<file path="src/core/hiegm_defines.svh">
// How it works
// - enable bit 10 gates dual role latch events
// - enable bit 9 gates isochronous group completion
// - enable bit 8 gates async list completion
// - enable bit 7 gates periodic group completion
// - enable bit 6 gates clock stable event
// - enable bit 5 gates suspend entry event
// - enable bit 3 gates dma end event
// - enable bit 1 gates every frame start
// - cleared completion enable keeps line quiet
// - isochronous or mask, 32 bits, bit per descriptor
// - isochronous or mask one joins or group
// - periodic or mask, 32 bits, bit per descriptor
// - periodic or mask one joins or group
// - masks apply to each type's done map
// - status drives line only while enabled
// - and mask group counts when all done, empty mask never
// - done map bit means descriptor completed
`ifndef HIEGM_DEFINES_SVH
`define HIEGM_DEFINES_SVH

// ----------------------------------------
// register byte offsets
// ----------------------------------------
`define HIEGM_OFS_STATUS   12'h310
`define HIEGM_OFS_ENABLE   12'h314
`define HIEGM_OFS_ISO_OR   12'h318
`define HIEGM_OFS_PER_OR   12'h31C

// ----------------------------------------
// bit positions, shared by status and enable
// ----------------------------------------
`define HIEGM_B_DUAL_ROLE  10
`define HIEGM_B_ISO        9
`define HIEGM_B_ASYNC      8
`define HIEGM_B_PERIODIC   7
`define HIEGM_B_CLK_STABLE 6
`define HIEGM_B_SUSPEND    5
`define HIEGM_B_DMA_END    4'h3
`define HIEGM_B_FRAME      1

// ----------------------------------------
// reset values and masks
// ----------------------------------------
`define HIEGM_RST_WORD     32'h0000_0000
`define HIEGM_ENABLE_VALID 32'h0000_07EA
`define HIEGM_ALL_BYTES    4'hF

`endif

</file>
<file path="src/core/hiegm_pkg.sv">
// ----------------------------------------
// types shared by the block and its users
// ----------------------------------------
package hiegm_pkg;

	// classic wishbone request from the master
	typedef struct packed {
		logic        cyc;
		logic        stb;
		logic        we;
		logic [11:0] adr;
		logic [3:0]  sel;
		logic [31:0] dat;
	} hiegm_wb_req_t;

	// slave answer
	typedef struct packed {
		logic        ack;
		logic [31:0] dat;
	} hiegm_wb_rsp_t;

	// one schedule type: done map and its and mask
	typedef struct packed {
		logic [31:0] done;
		logic [31:0] and_mask;
	} hiegm_map_t;

	// single-cycle event pulses, dual role is a level
	typedef struct packed {
		logic dual_role;
		logic clk_stable;
		logic suspend;
		logic dma_end;
		logic frame_start;
	} hiegm_evt_t;

	// all state of the block
	typedef struct packed {
		logic [31:0] enable;
		logic [31:0] iso_or;
		logic [31:0] per_or;
		logic [31:0] status;
		logic [31:0] rdat;
		logic        ack;
		logic        irq;
	} hiegm_state_t;

endpackage : hiegm_pkg

</file>
<file path="src/core/hiegm_top.sv">
`timescale 1ns/1ps
`include "hiegm_defines.svh"

module hiegm_top
	import hiegm_pkg::*;
(
	input  wire logic          mclk,          // system clock
	input  wire logic          sys_rst,       // sync reset, high
	input  wire hiegm_wb_req_t wb_req,        // bus request
	output      hiegm_wb_rsp_t wb_rsp,        // bus answer
	input  wire hiegm_evt_t    evt,           // event sources
	input  wire hiegm_map_t    iso_map,       // isochronous done map
	input  wire hiegm_map_t    periodic_map,  // periodic done map
	input  wire hiegm_map_t    async_map,     // async list done map
	input  wire logic [31:0]   async_or_mask, // async or mask
	output      logic          host_irq       // host interrupt, high
);

	// ----------------------------------------
	// helper functions
	// ----------------------------------------

	// any or-selected descriptor done
	function automatic logic or_hit(input logic [31:0] done, input logic [31:0] msk);
		or_hit = |(done & msk);
	endfunction

	// every and-selected descriptor done, empty mask never fires
	function automatic logic and_hit(input logic [31:0] done, input logic [31:0] msk);
		and_hit = (msk != `HIEGM_RST_WORD) && ((done & msk) == msk);
	endfunction

	// byte-lane merge of write data
	function automatic logic [31:0] merge(input logic [31:0] old, input logic [31:0] nw,
		input logic [3:0] sel);
		logic [31:0] r;
		r = old;
		for (int i = 0; i < 4; i++) begin
			if (sel[i]) begin
				r[i*8 +: 8] = nw[i*8 +: 8];
			end
		end
		merge = r;
	endfunction

	// word-aligned register address; the two byte bits are dropped here
	// so the decode compares full-width offsets, never a shifted copy
	function automatic logic [11:0] word_adr(input logic [11:0] adr);
		word_adr = {adr[11:2], 2'h0};
	endfunction

	// ----------------------------------------
	// state and decode
	// ----------------------------------------
	hiegm_state_t st_q;      // registered state
	hiegm_state_t st_d;      // next state
	logic         req;       // new access this cycle
	logic         wr;        // write accepted
	logic [31:0]  set_vec;   // hardware sets
	logic [31:0]  clr_vec;   // software clears
	logic         iso_grp;   // isochronous group event
	logic         per_grp;   // periodic group event
	logic         asy_grp;   // async group event

	// ack only once per request, so back-to-back strobes see a gap
	assign req = wb_req.cyc && wb_req.stb && !st_q.ack;
	assign wr  = req && wb_req.we;

	// group events per schedule type
	assign iso_grp = or_hit(iso_map.done, st_q.iso_or)
		|| and_hit(iso_map.done, iso_map.and_mask);
	assign per_grp = or_hit(periodic_map.done, st_q.per_or)
		|| and_hit(periodic_map.done, periodic_map.and_mask);
	assign asy_grp = or_hit(async_map.done, async_or_mask)
		|| and_hit(async_map.done, async_map.and_mask);

	// ----------------------------------------
	// next-state logic
	// ----------------------------------------
	always_comb begin
		st_d    = st_q;
		set_vec = `HIEGM_RST_WORD;
		clr_vec = `HIEGM_RST_WORD;

		// event sources into sticky flags
		set_vec[`HIEGM_B_ISO]        = iso_grp;
		set_vec[`HIEGM_B_ASYNC]      = asy_grp;
		set_vec[`HIEGM_B_PERIODIC]   = per_grp;
		set_vec[`HIEGM_B_CLK_STABLE] = evt.clk_stable;
		set_vec[`HIEGM_B_SUSPEND]    = evt.suspend;
		set_vec[`HIEGM_B_DMA_END]    = evt.dma_end;
		set_vec[`HIEGM_B_FRAME]      = evt.frame_start;

		// writes, each register decoded on its word address
		if (wr) begin
			unique case (word_adr(wb_req.adr))
				`HIEGM_OFS_STATUS: begin
					// write one to clear, lane-gated
					clr_vec = merge(`HIEGM_RST_WORD, wb_req.dat, wb_req.sel);
				end
				`HIEGM_OFS_ENABLE: begin
					// reserved bits never stored, read back zero
					st_d.enable = merge(st_q.enable, wb_req.dat, wb_req.sel)
						& `HIEGM_ENABLE_VALID;
				end
				`HIEGM_OFS_ISO_OR: begin
					st_d.iso_or = merge(st_q.iso_or, wb_req.dat, wb_req.sel);
				end
				`HIEGM_OFS_PER_OR: begin
					st_d.per_or = merge(st_q.per_or, wb_req.dat, wb_req.sel);
				end
				default: begin
					// unmapped write: acked, dropped
				end
			endcase
		end

		// set wins over clear so no event is lost
		st_d.status = ((st_q.status & ~clr_vec) | set_vec) & `HIEGM_ENABLE_VALID;
		// dual role latch lives outside, mirrored as a level
		st_d.status[`HIEGM_B_DUAL_ROLE] = evt.dual_role;

		// read data, unmapped answers zero
		st_d.rdat = `HIEGM_RST_WORD;
		if (req && !wb_req.we) begin
			// lanes gate nothing on a read: the whole word comes back
			unique case (word_adr(wb_req.adr))
				`HIEGM_OFS_STATUS: st_d.rdat = st_q.status;
				`HIEGM_OFS_ENABLE: st_d.rdat = st_q.enable;
				`HIEGM_OFS_ISO_OR: st_d.rdat = st_q.iso_or;
				`HIEGM_OFS_PER_OR: st_d.rdat = st_q.per_or;
				default:                st_d.rdat = `HIEGM_RST_WORD;
			endcase
		end

		// one-cycle ack, then drop
		st_d.ack = req;

		// line is or of enabled flags; a clear enable bit mutes its class
		st_d.irq = |(st_q.status & st_q.enable);
	end

	// ----------------------------------------
	// state register
	// ----------------------------------------
	always_ff @(posedge mclk) begin
		if (sys_rst) begin
			st_q <= '0;
		end else begin
			st_q <= st_d;
		end
	end

	// outputs straight from flops
	// one driver for the whole answer struct
	assign wb_rsp     = '{ack: st_q.ack, dat: st_q.rdat};
	assign host_irq   = st_q.irq;
endmodule // hiegm_top

</file>
<file path="config.mk">
export PLATFORM = sky130hd
export DESIGN_NAME = hiegm_top
export DESIGN_NICKNAME = d
export VERILOG_FILES = /design/src/core/hiegm_pkg.sv /design/src/core/hiegm_top.sv
export VERILOG_INCLUDE_DIRS = /design/src /design/src/core
export SDC_FILE = /design/constraint.sdc
export NUM_CORES = 1
export LEC_CHECK = 0
export BUFFER_PORTS_ARGS = -buffer_cell sky130_fd_sc_hd__buf_4
export CORE_UTILIZATION = 30
export DETAILED_ROUTE_END_ITERATION = 7
export PLACE_DENSITY = 0.56
export SYNTH_ARGS = -nofsm -noshare
export SYNTH_HDL_FRONTEND = slang
export SYNTH_SLANG_ARGS = --single-unit
</file>
<file path="constraint.sdc">
create_clock -name mclk -period 3.7 [get_ports mclk]
set_clock_uncertainty 0.15 [all_clocks]
set_input_delay 0.74 -clock mclk [delete_from_list [all_inputs] [get_ports mclk]]
set_output_delay 0.74 -clock mclk [all_outputs]
set_load 0.03 [all_outputs]
</file>
After elaboration in Yosys (flattened, before gate mapping):

Index checks and enable logic that the tools add are counted.

* equality and inequality tests: 7
* mux-type cells: 5
* bitwise operators: 11
* reduce and logical (&&, ||, !) cells: 30

Operators by type and width (number)
* 32-bit AND: 6
* 32-bit one-hot mux with 4 select lines: 1
* 32-bit OR reduction: 4
* 32-bit == test: 3
* 32-bit nonzero test: 3
* 10-bit by 8-bit == test with 1-bit output, second input constant: 4
* 3-bit AND reduction: 10
* 10-bit two-way mux: 2
* 11-bit AND: 1
* 10-bit AND: 1
* 10-bit NOT: 1
* 10-bit OR: 1
* 8-bit two-way mux: 1
* 1-bit logical AND: 7
* 1-bit logical OR: 3
* 1-bit zero test: 2
* 2-bit two-way mux: 1
* 2-bit OR reduction: 1
* 1-bit NOT: 1

* bits in registers: 114
* output and inout bits: 34
* word-level logic and storage cells: 67

Logic depth before layout (Yosys ltp):

Gate-level depths: netlist of run 1.

* word-level depth: 7
* gate-level depth with buffers: 6
* mapped depth without buffers: 5

Worst setup path before layout of run 1:

No wires, ideal clock.

* kind: input to register
* start point: input port wb_req[47] (netlist bit)
* end point: register st_q (netlist bit wb_rsp[10])
* arrival: 2.040 ns
* path slack: 1.440 ns
* stages: 6
* path through: nor4b_4 nand2_1 or3b_1 clkbuf_1 clkbuf_1 a21oi_1

* word-level cells in the longest chain between the ends: 2

RTL lines
* from (decl): line hiegm_top.sv:9 `input wire hiegm_wb_req_t wb_req,`
* 10-bit by 8-bit == test with 1-bit output (on tied branches)
* 32-bit one-hot mux with 4 select lines (*): line hiegm_top.sv:127 `unique case (word_adr(wb_req.adr))`
* to (signal assigned): line hiegm_top.sv:150 `st_q <= st_d;`
* to (decl): line hiegm_top.sv:55 `hiegm_state_t st_q;`

Every way passes the cells marked *; elsewhere a longest branch is shown, timed or not.
A chain may end at the register's enable or synchronous reset.

Worst setup path after layout of run 1:

* start point: input port wb_req[47] (netlist bit)
* end point: register st_q (netlist bit wb_rsp[8])

The elaborated chain is that of the path after synthesis.

==> out/summary.md, run 1 <==
The mapped netlist covers 5900 sq um. The standard cell core area is 19000 sq um, and the top fanout value on the critical path is 32. In the layout the commonest cells are sky130_fd_sc_hd__buf_4, sky130_fd_sc_hd__dfxtp_1, sky130_fd_sc_hd__a21oi_1, sky130_fd_sc_hd__nand2b_1, sky130_fd_sc_hd__nand2_1. The first TritonRoute pass finished after 5 iterations.

After filler insertion, the fill cell instance count of the layout stands at 1965. The root buffer cell chosen for the clock tree is sky130_fd_sc_hd__clkbuf_16. The clock net in this run drives a total of 114 sinks. The estimated wirelength of the detail-placed design came out at 22600 microns.

The most critical setup path has its endpoint at wb_rsp[8]$_SDFF_PP0_. 316 I/O pins were placed. The run finished with clean final reports. A synthesized cell averages 8.03 sq um. Post-CTS repair changed the size of 0 cells. The max-slew violation count was 0; the number of cell instances on the worst register-to-register path was 5.

During placement, the flow inserted port buffers numbering 313. The area growth from synthesis to layout is 50.3%. Data on the critical path is required at its endpoint by 3.86 ns.

The logs give 0.888 for the final weighted congestion of routability-driven global placement and 50 for the number of placement rows. 0 antenna diodes ended up in the layout. The routed layout has 6841 vias.

For the number of endpoints with negative hold slack in the final report, the log shows 0. The most heavily used metal layer in global routing is met2. Max-cap violations in this run came to 0. In this run the worst setup path begins at wb_req[47].

Derived from the worst setup path, the maximum achievable clock frequency is 0.405 GHz. For the largest voltage drop on the vdd net, the log shows 0.361 mV. Adding up every negative setup slack in the final design gives 0 ns.

The total overflow reported by the global router was 0. STA classifies the critical path endpoint as a flip-flop. The count of nets left with antenna violations after detail routing came out at 0. The die covers 20200 sq um. The number of standard cells after synthesis was 735; the total power per unit cell area was 377 nW/um^2. After synthesis the netlist holds a flip-flop and latch count of 114. Setup repair after global routing left no endpoint under its margin. The run gives 1291 as the post-layout net count. Once layout is complete, the utilization of the core stands at 46.7%. The worst setup path is of the primary input to flip-flop kind.

The global routing usage on met3 is 4.48%. For the pin with the worst max-slew slack, the measured transition is 0.907 ns. The dominant synthesized flop cell is sky130_fd_sc_hd__dfxtp_1.

For met2 alone, demand over resource in global routing was 43.0%. The per-cell routed wire length is 21.8 microns. In this run the worst hold path is classified as flip-flop to flip-flop. The tools report the number of global-route vias before repair as 6673. Of the synthesized area, sequential elements account for 38.7%. In the final layout, the share of cells above drive strength 1 is 35.0%. Pin count of the biggest net entering global routing: 82. After clock tree synthesis, the clock-pin slew on the worst setup and hold paths is 0.06 ns. The arrival time at the worst endpoint was 2.63 ns.

The routed design has 28000 microns of wire. Buffers added to address setup during post-CTS repair amount to 0. After synthesis, the share of flip-flops with an asynchronous set or reset is 0%. In this run, CTS created clock tree buffers numbering 17. For the initial core utilization, the log shows 31.0%.

Global routing used 37.9% of the available met1 tracks. The launch instance of the worst register-to-register path is wb_rsp[32]$_SDFF_PP0_. The initial antenna violation count is 0.

The synthesized netlist contains 34 unique library cells. Excluding fillers, the count of instances in the completed layout stands at 1281. Setup violations remaining at the end of the flow were counted as 0. The clock period minus final worst setup slack is 2.47 ns, and the remaining max-slew budget at the tightest pin is 39.5%. The worst path uses 66.7% of the clock period. Yosys printed 0 warnings.

The commonest non-fill, non-tap cell in the layout is sky130_fd_sc_hd__buf_4. The tools report the total routing resource utilization after global routing as 27.2%. Startpoint class of the critical path: a primary input.

Yosys mapped a number of flops with a built-in enable equal to 0. The detailed router's first-iteration violation count came out at 532. Synthesis produced a netlist with a net count of 1017. The run gives 0 as the DRC violation count after routing.

The first global-routing pass estimated 40200 microns of wire. The number of buffers inserted by hold repair at cts came out at 0. The tools report the capture instance of the worst register-to-register path as st_q[80]$_SDFFE_PP0P_.

The die is 142 microns wide. The analysis attributes to cell leakage a power of 0.00353 uW. TritonCTS built the clock tree. The logs give 2 for the buffer depth of the longest clock path and 4 for the CTS H-tree depth.

The run gives 1250 as the cell total after placement. Detail-routed via count per cell: 5.34. The die outline height was 142 microns; the later-pin clock latency in the skew report was 0.42 ns.

In this run the register-to-register setup slack is 1.42 ns.
-- metrics by stage --
step / setup slack (ns) / area, sq um / hold slack (ns) / total power [uW]
floorplan: 1.44 / 5900 / 0.271 / 1360
global placement: 0.858 / 8270 / 0.301 / 1680
detailed placement: 0.858 / 8270 / 0.295 / 1670
CTS: 1.28 / 8870 / 0.314 / 3360
global route: 1.10 / 8870 / 0.344 / 3440
finish: 1.23 / 8870 / 0.313 / 3350
-- report_power, final --
| part | total, uW | switching, uW | internal, uW |
|---|---|---|---|
| logic | 412 | 170 | 242 |
| registers | 1240 | 4.09 | 1230 |
| clock network | 1700 | 635 | 1060 |
-- flip-flops by register name (all words and copies together) (netlist names) --
signal / flops
host_irq: 1
st_q: 80
wb_rsp: 33
-- layer usage --
layer	vias up	part of all wire, %
li1	3248	-
met1	3257	45
met2	302	46
met3	34	7.4
met4	0	1.8
met5	-	0
-- critical path, cell delays in order --
cell	delay, ns
sky130_fd_sc_hd__buf_4	0.12
sky130_fd_sc_hd__nor4b_4	0.43
sky130_fd_sc_hd__nand2_1	0.28
sky130_fd_sc_hd__nor3b_4	0.22
sky130_fd_sc_hd__buf_4	0.41
sky130_fd_sc_hd__a22oi_1	0.16
sky130_fd_sc_hd__a21oi_1	0.28
-- layout make-up --
| class | instances | area [sq um] | area share [%] |
|---|---|---|---|
| Inverter | 30 | 113 | 1.27 |
| Multi-Input combinational cell | 525 | 3140 | 35.4 |
| Sequential cell | 114 | 2280 | 25.7 |
| Timing Repair Buffer | 321 | 2410 | 27.2 |
| Tap cell | 260 | 325 | 3.67 |
| Clock buffer | 17 | 425 | 4.79 |
| Clock inverter | 14 | 178 | 2.00 |
-- logic make-up (layout without fill, tap and decap cells) --
kind of cell	Yosys count	in the layout	synth area share [%]
mux	8	8	1.36
compound gates	266	266	29.4
flops	114	114	38.7
buf+inv	96	382	8.22
simple gates	251	251	22.3
-- synthesized netlist by cell type, drive strengths merged, types with 24 or more instances --
| library cell | n | area share (%) |
|---|---|---|
| dfxtp | 114 | 39 |
| a21oi | 72 | 6.1 |
| nand2b | 72 | 7.6 |
| nand2 | 70 | 4.5 |
| o21ai | 64 | 5.4 |
| a22oi | 56 | 7.1 |
| nor2 | 47 | 3.0 |
| buf | 34 | 4.3 |
| clkbuf | 32 | 2.0 |
| inv | 30 | 1.9 |
| nor4 | 30 | 3.2 |
| o2111ai | 24 | 3.6 |
-- how the worst min path moves through the flow --
stage,from,endpoint,slack [ns],cells after the start
after global placement,wb_rsp[32]$_SDFF_PP0_,wb_rsp[32]$_SDFF_PP0_,0.30,1
final,wb_rsp[32]$_SDFF_PP0_,wb_rsp[32]$_SDFF_PP0_,0.31,1
after CTS,wb_rsp[32]$_SDFF_PP0_,wb_rsp[32]$_SDFF_PP0_,0.31,1
after floorplan,wb_rsp[32]$_SDFF_PP0_,wb_rsp[32]$_SDFF_PP0_,0.27,1
after global routing,wb_rsp[32]$_SDFF_PP0_,wb_rsp[32]$_SDFF_PP0_,0.34,1
after detailed placement,wb_rsp[32]$_SDFF_PP0_,wb_rsp[32]$_SDFF_PP0_,0.30,1
No activity file was read; power rests on OpenSTA's default activity.
==> run 2, diff against run 1 <==
clock period = 2.3 ns   (was 3.7 ns; I/O delays follow)
==> out/summary.md, run 2 (synthesis results as in run 1) <==
The tools report the number of iterations in the first detailed-routing pass as 5. After detailed routing, the wire length on met1 is 12600 microns. The die covers 20200 sq um. CTS H-tree depth: 4. The smallest clock period supported by the final layout is computed as 1.88 ns. The endpoint identified for the worst register-to-register timing path is st_q[87]$_SDFFE_PP0P_. The met3 routed wirelength is 2040 microns, and the per-cell routed wire length is 21.7 microns. The tools report the capture endpoint of the worst hold path as wb_rsp[32]$_SDFF_PP0_. The worst register-to-register path has a setup slack of 0.42 ns. During placement, the flow inserted port buffers numbering 313. Row generation in the floorplan step produced 50 rows.

Along the worst hold path, the cell count comes to 2. Adding up every negative setup slack in the final design gives 0 ns. For this design the static power due to leakage is 0.00364 uW. The standard cell core area is 19000 sq um. Measured on the finished design, the core utilization comes to 47.7%.

The tools report the total overflow reported by the global router as 0. The run finished with clean final reports. Routability-driven placement finished with a final weighted congestion of 0.872. The register with the most flip-flops is st_q. The number of antenna diodes is 0. The floorplan step set the die width to 142 microns. The number of placed instances, taps included, is 1269. In the routed layout, each cell is associated on average with a via count of 5.32. The tools report the number of global-route vias before repair as 6765. The number of clock buffers added by TritonCTS is 17.

The post-cts gate resize count is 0, and the number of violations of the max-capacitance limit is 0. After clock tree synthesis, the clock-pin slew on the worst setup and hold paths is 0.06 ns. The number of hold buffers added after CTS was 0. For this run, the number of standard cells in the final layout without fillers is 1300. The delay of the slowest critical-path stage works out to 0.41 ns.

The first global-routing pass estimated 40900 microns of wire. The register with the most flip-flops in the layout has 80 of them. The detail route stage leaves a number of antenna-violating nets equal to 0.

The fraction of the cycle the final worst path needs is 81.7%. Once detailed placement completed, the half-perimeter wirelength came to 22800 microns. The detailed router's first-iteration violation count came out at 555. In this run the worst path has a maximum fanout of 11. The multi-input combinational cells in the finished layout cover a total of 3140 sq um. The total met2 wirelength after detailed routing is 13100 microns.

Registers take 2280 sq um. The post-layout total power is 5320 uW. In this run the critical register-to-register path is launched from wb_rsp[32]$_SDFF_PP0_. Once the clock tree was built, the setup fixing pass inserted 0 buffers. Classification of the worst setup path: flip-flop to flip-flop. The filler cells instantiated in the layout total 1966. The run gives 0 as the max-slew violation count. In this run the worst hold path is classified as primary input to flip-flop. The die outline height came out at 142 microns.

The largest individual stage delay along the critical path comes from the cell sky130_fd_sc_hd__and4b_1. Summing over every cut layer, the via total after detailed routing is 6915. Once routing completed, OpenROAD measured the worst setup slack at 0.421 ns.

The run gives 39.0% as the remaining max-slew budget at the tightest pin. The number of cell instances on the worst register-to-register path is 5. The total wirelength of the detailed-routed design was 28200 microns.

Relative to the synthesized area, the layout overhead comes to 53.6%. The initial antenna violation count is 0. The final count of negative-setup-slack endpoints is 0, and the post-layout net count is 1310.

VDD sags by at most 0.507 mV. Setup repair after global routing left no endpoint under its margin. STA classifies the critical path startpoint as a flip-flop.

Power spread over the standard cell area amounts to 586 nW/um^2. Pin placement for this block handled 316 I/O pins. The arrival time at the worst endpoint was 1.99 ns.

The signal on the critical path passes through and4b_1 > nand2_1 > buf_4 > o21ai_0 > a21oi_1. The pin count of the biggest net entering global routing was 82. In this run the most critical hold path is launched from sys_rst. The data required time at the worst endpoint was 2.41 ns. TritonCTS sink count: 114. TritonCTS built the clock tree. The run gives 31.0% as the initial core utilization. Counting along the longest clock path gives a buffer depth of 2. The DRC violation count after routing is 0, and the top achievable clock speed is 0.532 GHz. The library cells used most frequently in the layout, excluding fill and tap cells, are sky130_fd_sc_hd__buf_4, sky130_fd_sc_hd__dfxtp_1, sky130_fd_sc_hd__a21oi_1, sky130_fd_sc_hd__nand2b_1, sky130_fd_sc_hd__nand2_1. The clock tree root driver cell is sky130_fd_sc_hd__clkbuf_16. At the pin with the least slew margin, the transition time is 0.915 ns.

The worst slack at placement is 0.0519 ns, and the total routing resource utilization after global routing is 27.6%. For the number of endpoints with negative hold slack in the final report, the log shows 0. Cells with a size suffix above 1 make up 36.1% of the layout. The tools report the endpoint kind of the worst setup timing path as a flip-flop. The library cell used most frequently in the layout, excluding fill and tap cells, is sky130_fd_sc_hd__buf_4. For the later-pin clock latency in the skew report, the log shows 0.42 ns. The highest metal layer with signal wires was met4.
## run 2: changes by cell type in the layout (fill, tap and decap cells not counted)
cell                         delta
sky130_fd_sc_hd__buf_4         +14
sky130_fd_sc_hd__clkinv_2       +1
sky130_fd_sc_hd__clkinvlp_4     +2
sky130_fd_sc_hd__inv_6          -4
sky130_fd_sc_hd__clkbuf_1       +1
sky130_fd_sc_hd__buf_12         +5
## run 2: worst max-delay path by stage
stage                           from                     to  slack (ns)
5_1_grt        wb_rsp[32]$_SDFF_PP0_  st_q[87]$_SDFFE_PP0P_        0.29
2_1_floorplan             wb_req[47]  wb_rsp[10]$_SDFF_PP0_        0.32
6_report       wb_rsp[32]$_SDFF_PP0_  st_q[87]$_SDFFE_PP0P_        0.42
3_3_place_gp              wb_req[47]   wb_rsp[5]$_SDFF_PP0_        0.05
3_5_place_dp              wb_req[47]  wb_rsp[10]$_SDFF_PP0_        0.05
4_1_cts        wb_rsp[32]$_SDFF_PP0_  st_q[87]$_SDFFE_PP0P_        0.42
## run 2: final cells by class
class                      count  area share [%]
tap                          260            3.59
sequential                   114            25.2
clock inverter                13            1.79
inverter                      30            1.24
clock buffer                  18            4.73
multi-input combinational    525            34.6
timing repair buffer         340            28.8
## run 2: layer usage
metal	up-vias	track usage (%)
met3	32	6.63
met5	-	0
met1	3302	37.7
met4	0	7.02
met2	293	43.4
li1	3288	-
## run 2: worst max-delay path, delay by kind of cell (launching register included)
kind	cells	cell delay, ns
AO/OA/AOI/OAI	2	0.28
flip-flops	1	0.32
buffers and inverters	1	0.26
AND/OR/NAND/NOR	2	0.71
## run 2: power by group
group          internal, uW  leakage (uW)  switching [uW]
sequential             1980      0.000920            7.13
clock                  1690      0.000282             963
combinational           392       0.00244             277
## run 2: stage by stage
stage | hold slack, ns | instance area [sq um]
finish | 0.0723 | 9070
global route | 0.0631 | 9070
CTS | 0.0617 | 9070
detailed placement | 0.303 | 8480
global placement | 0.302 | 8480
floorplan | 0.271 | 5900
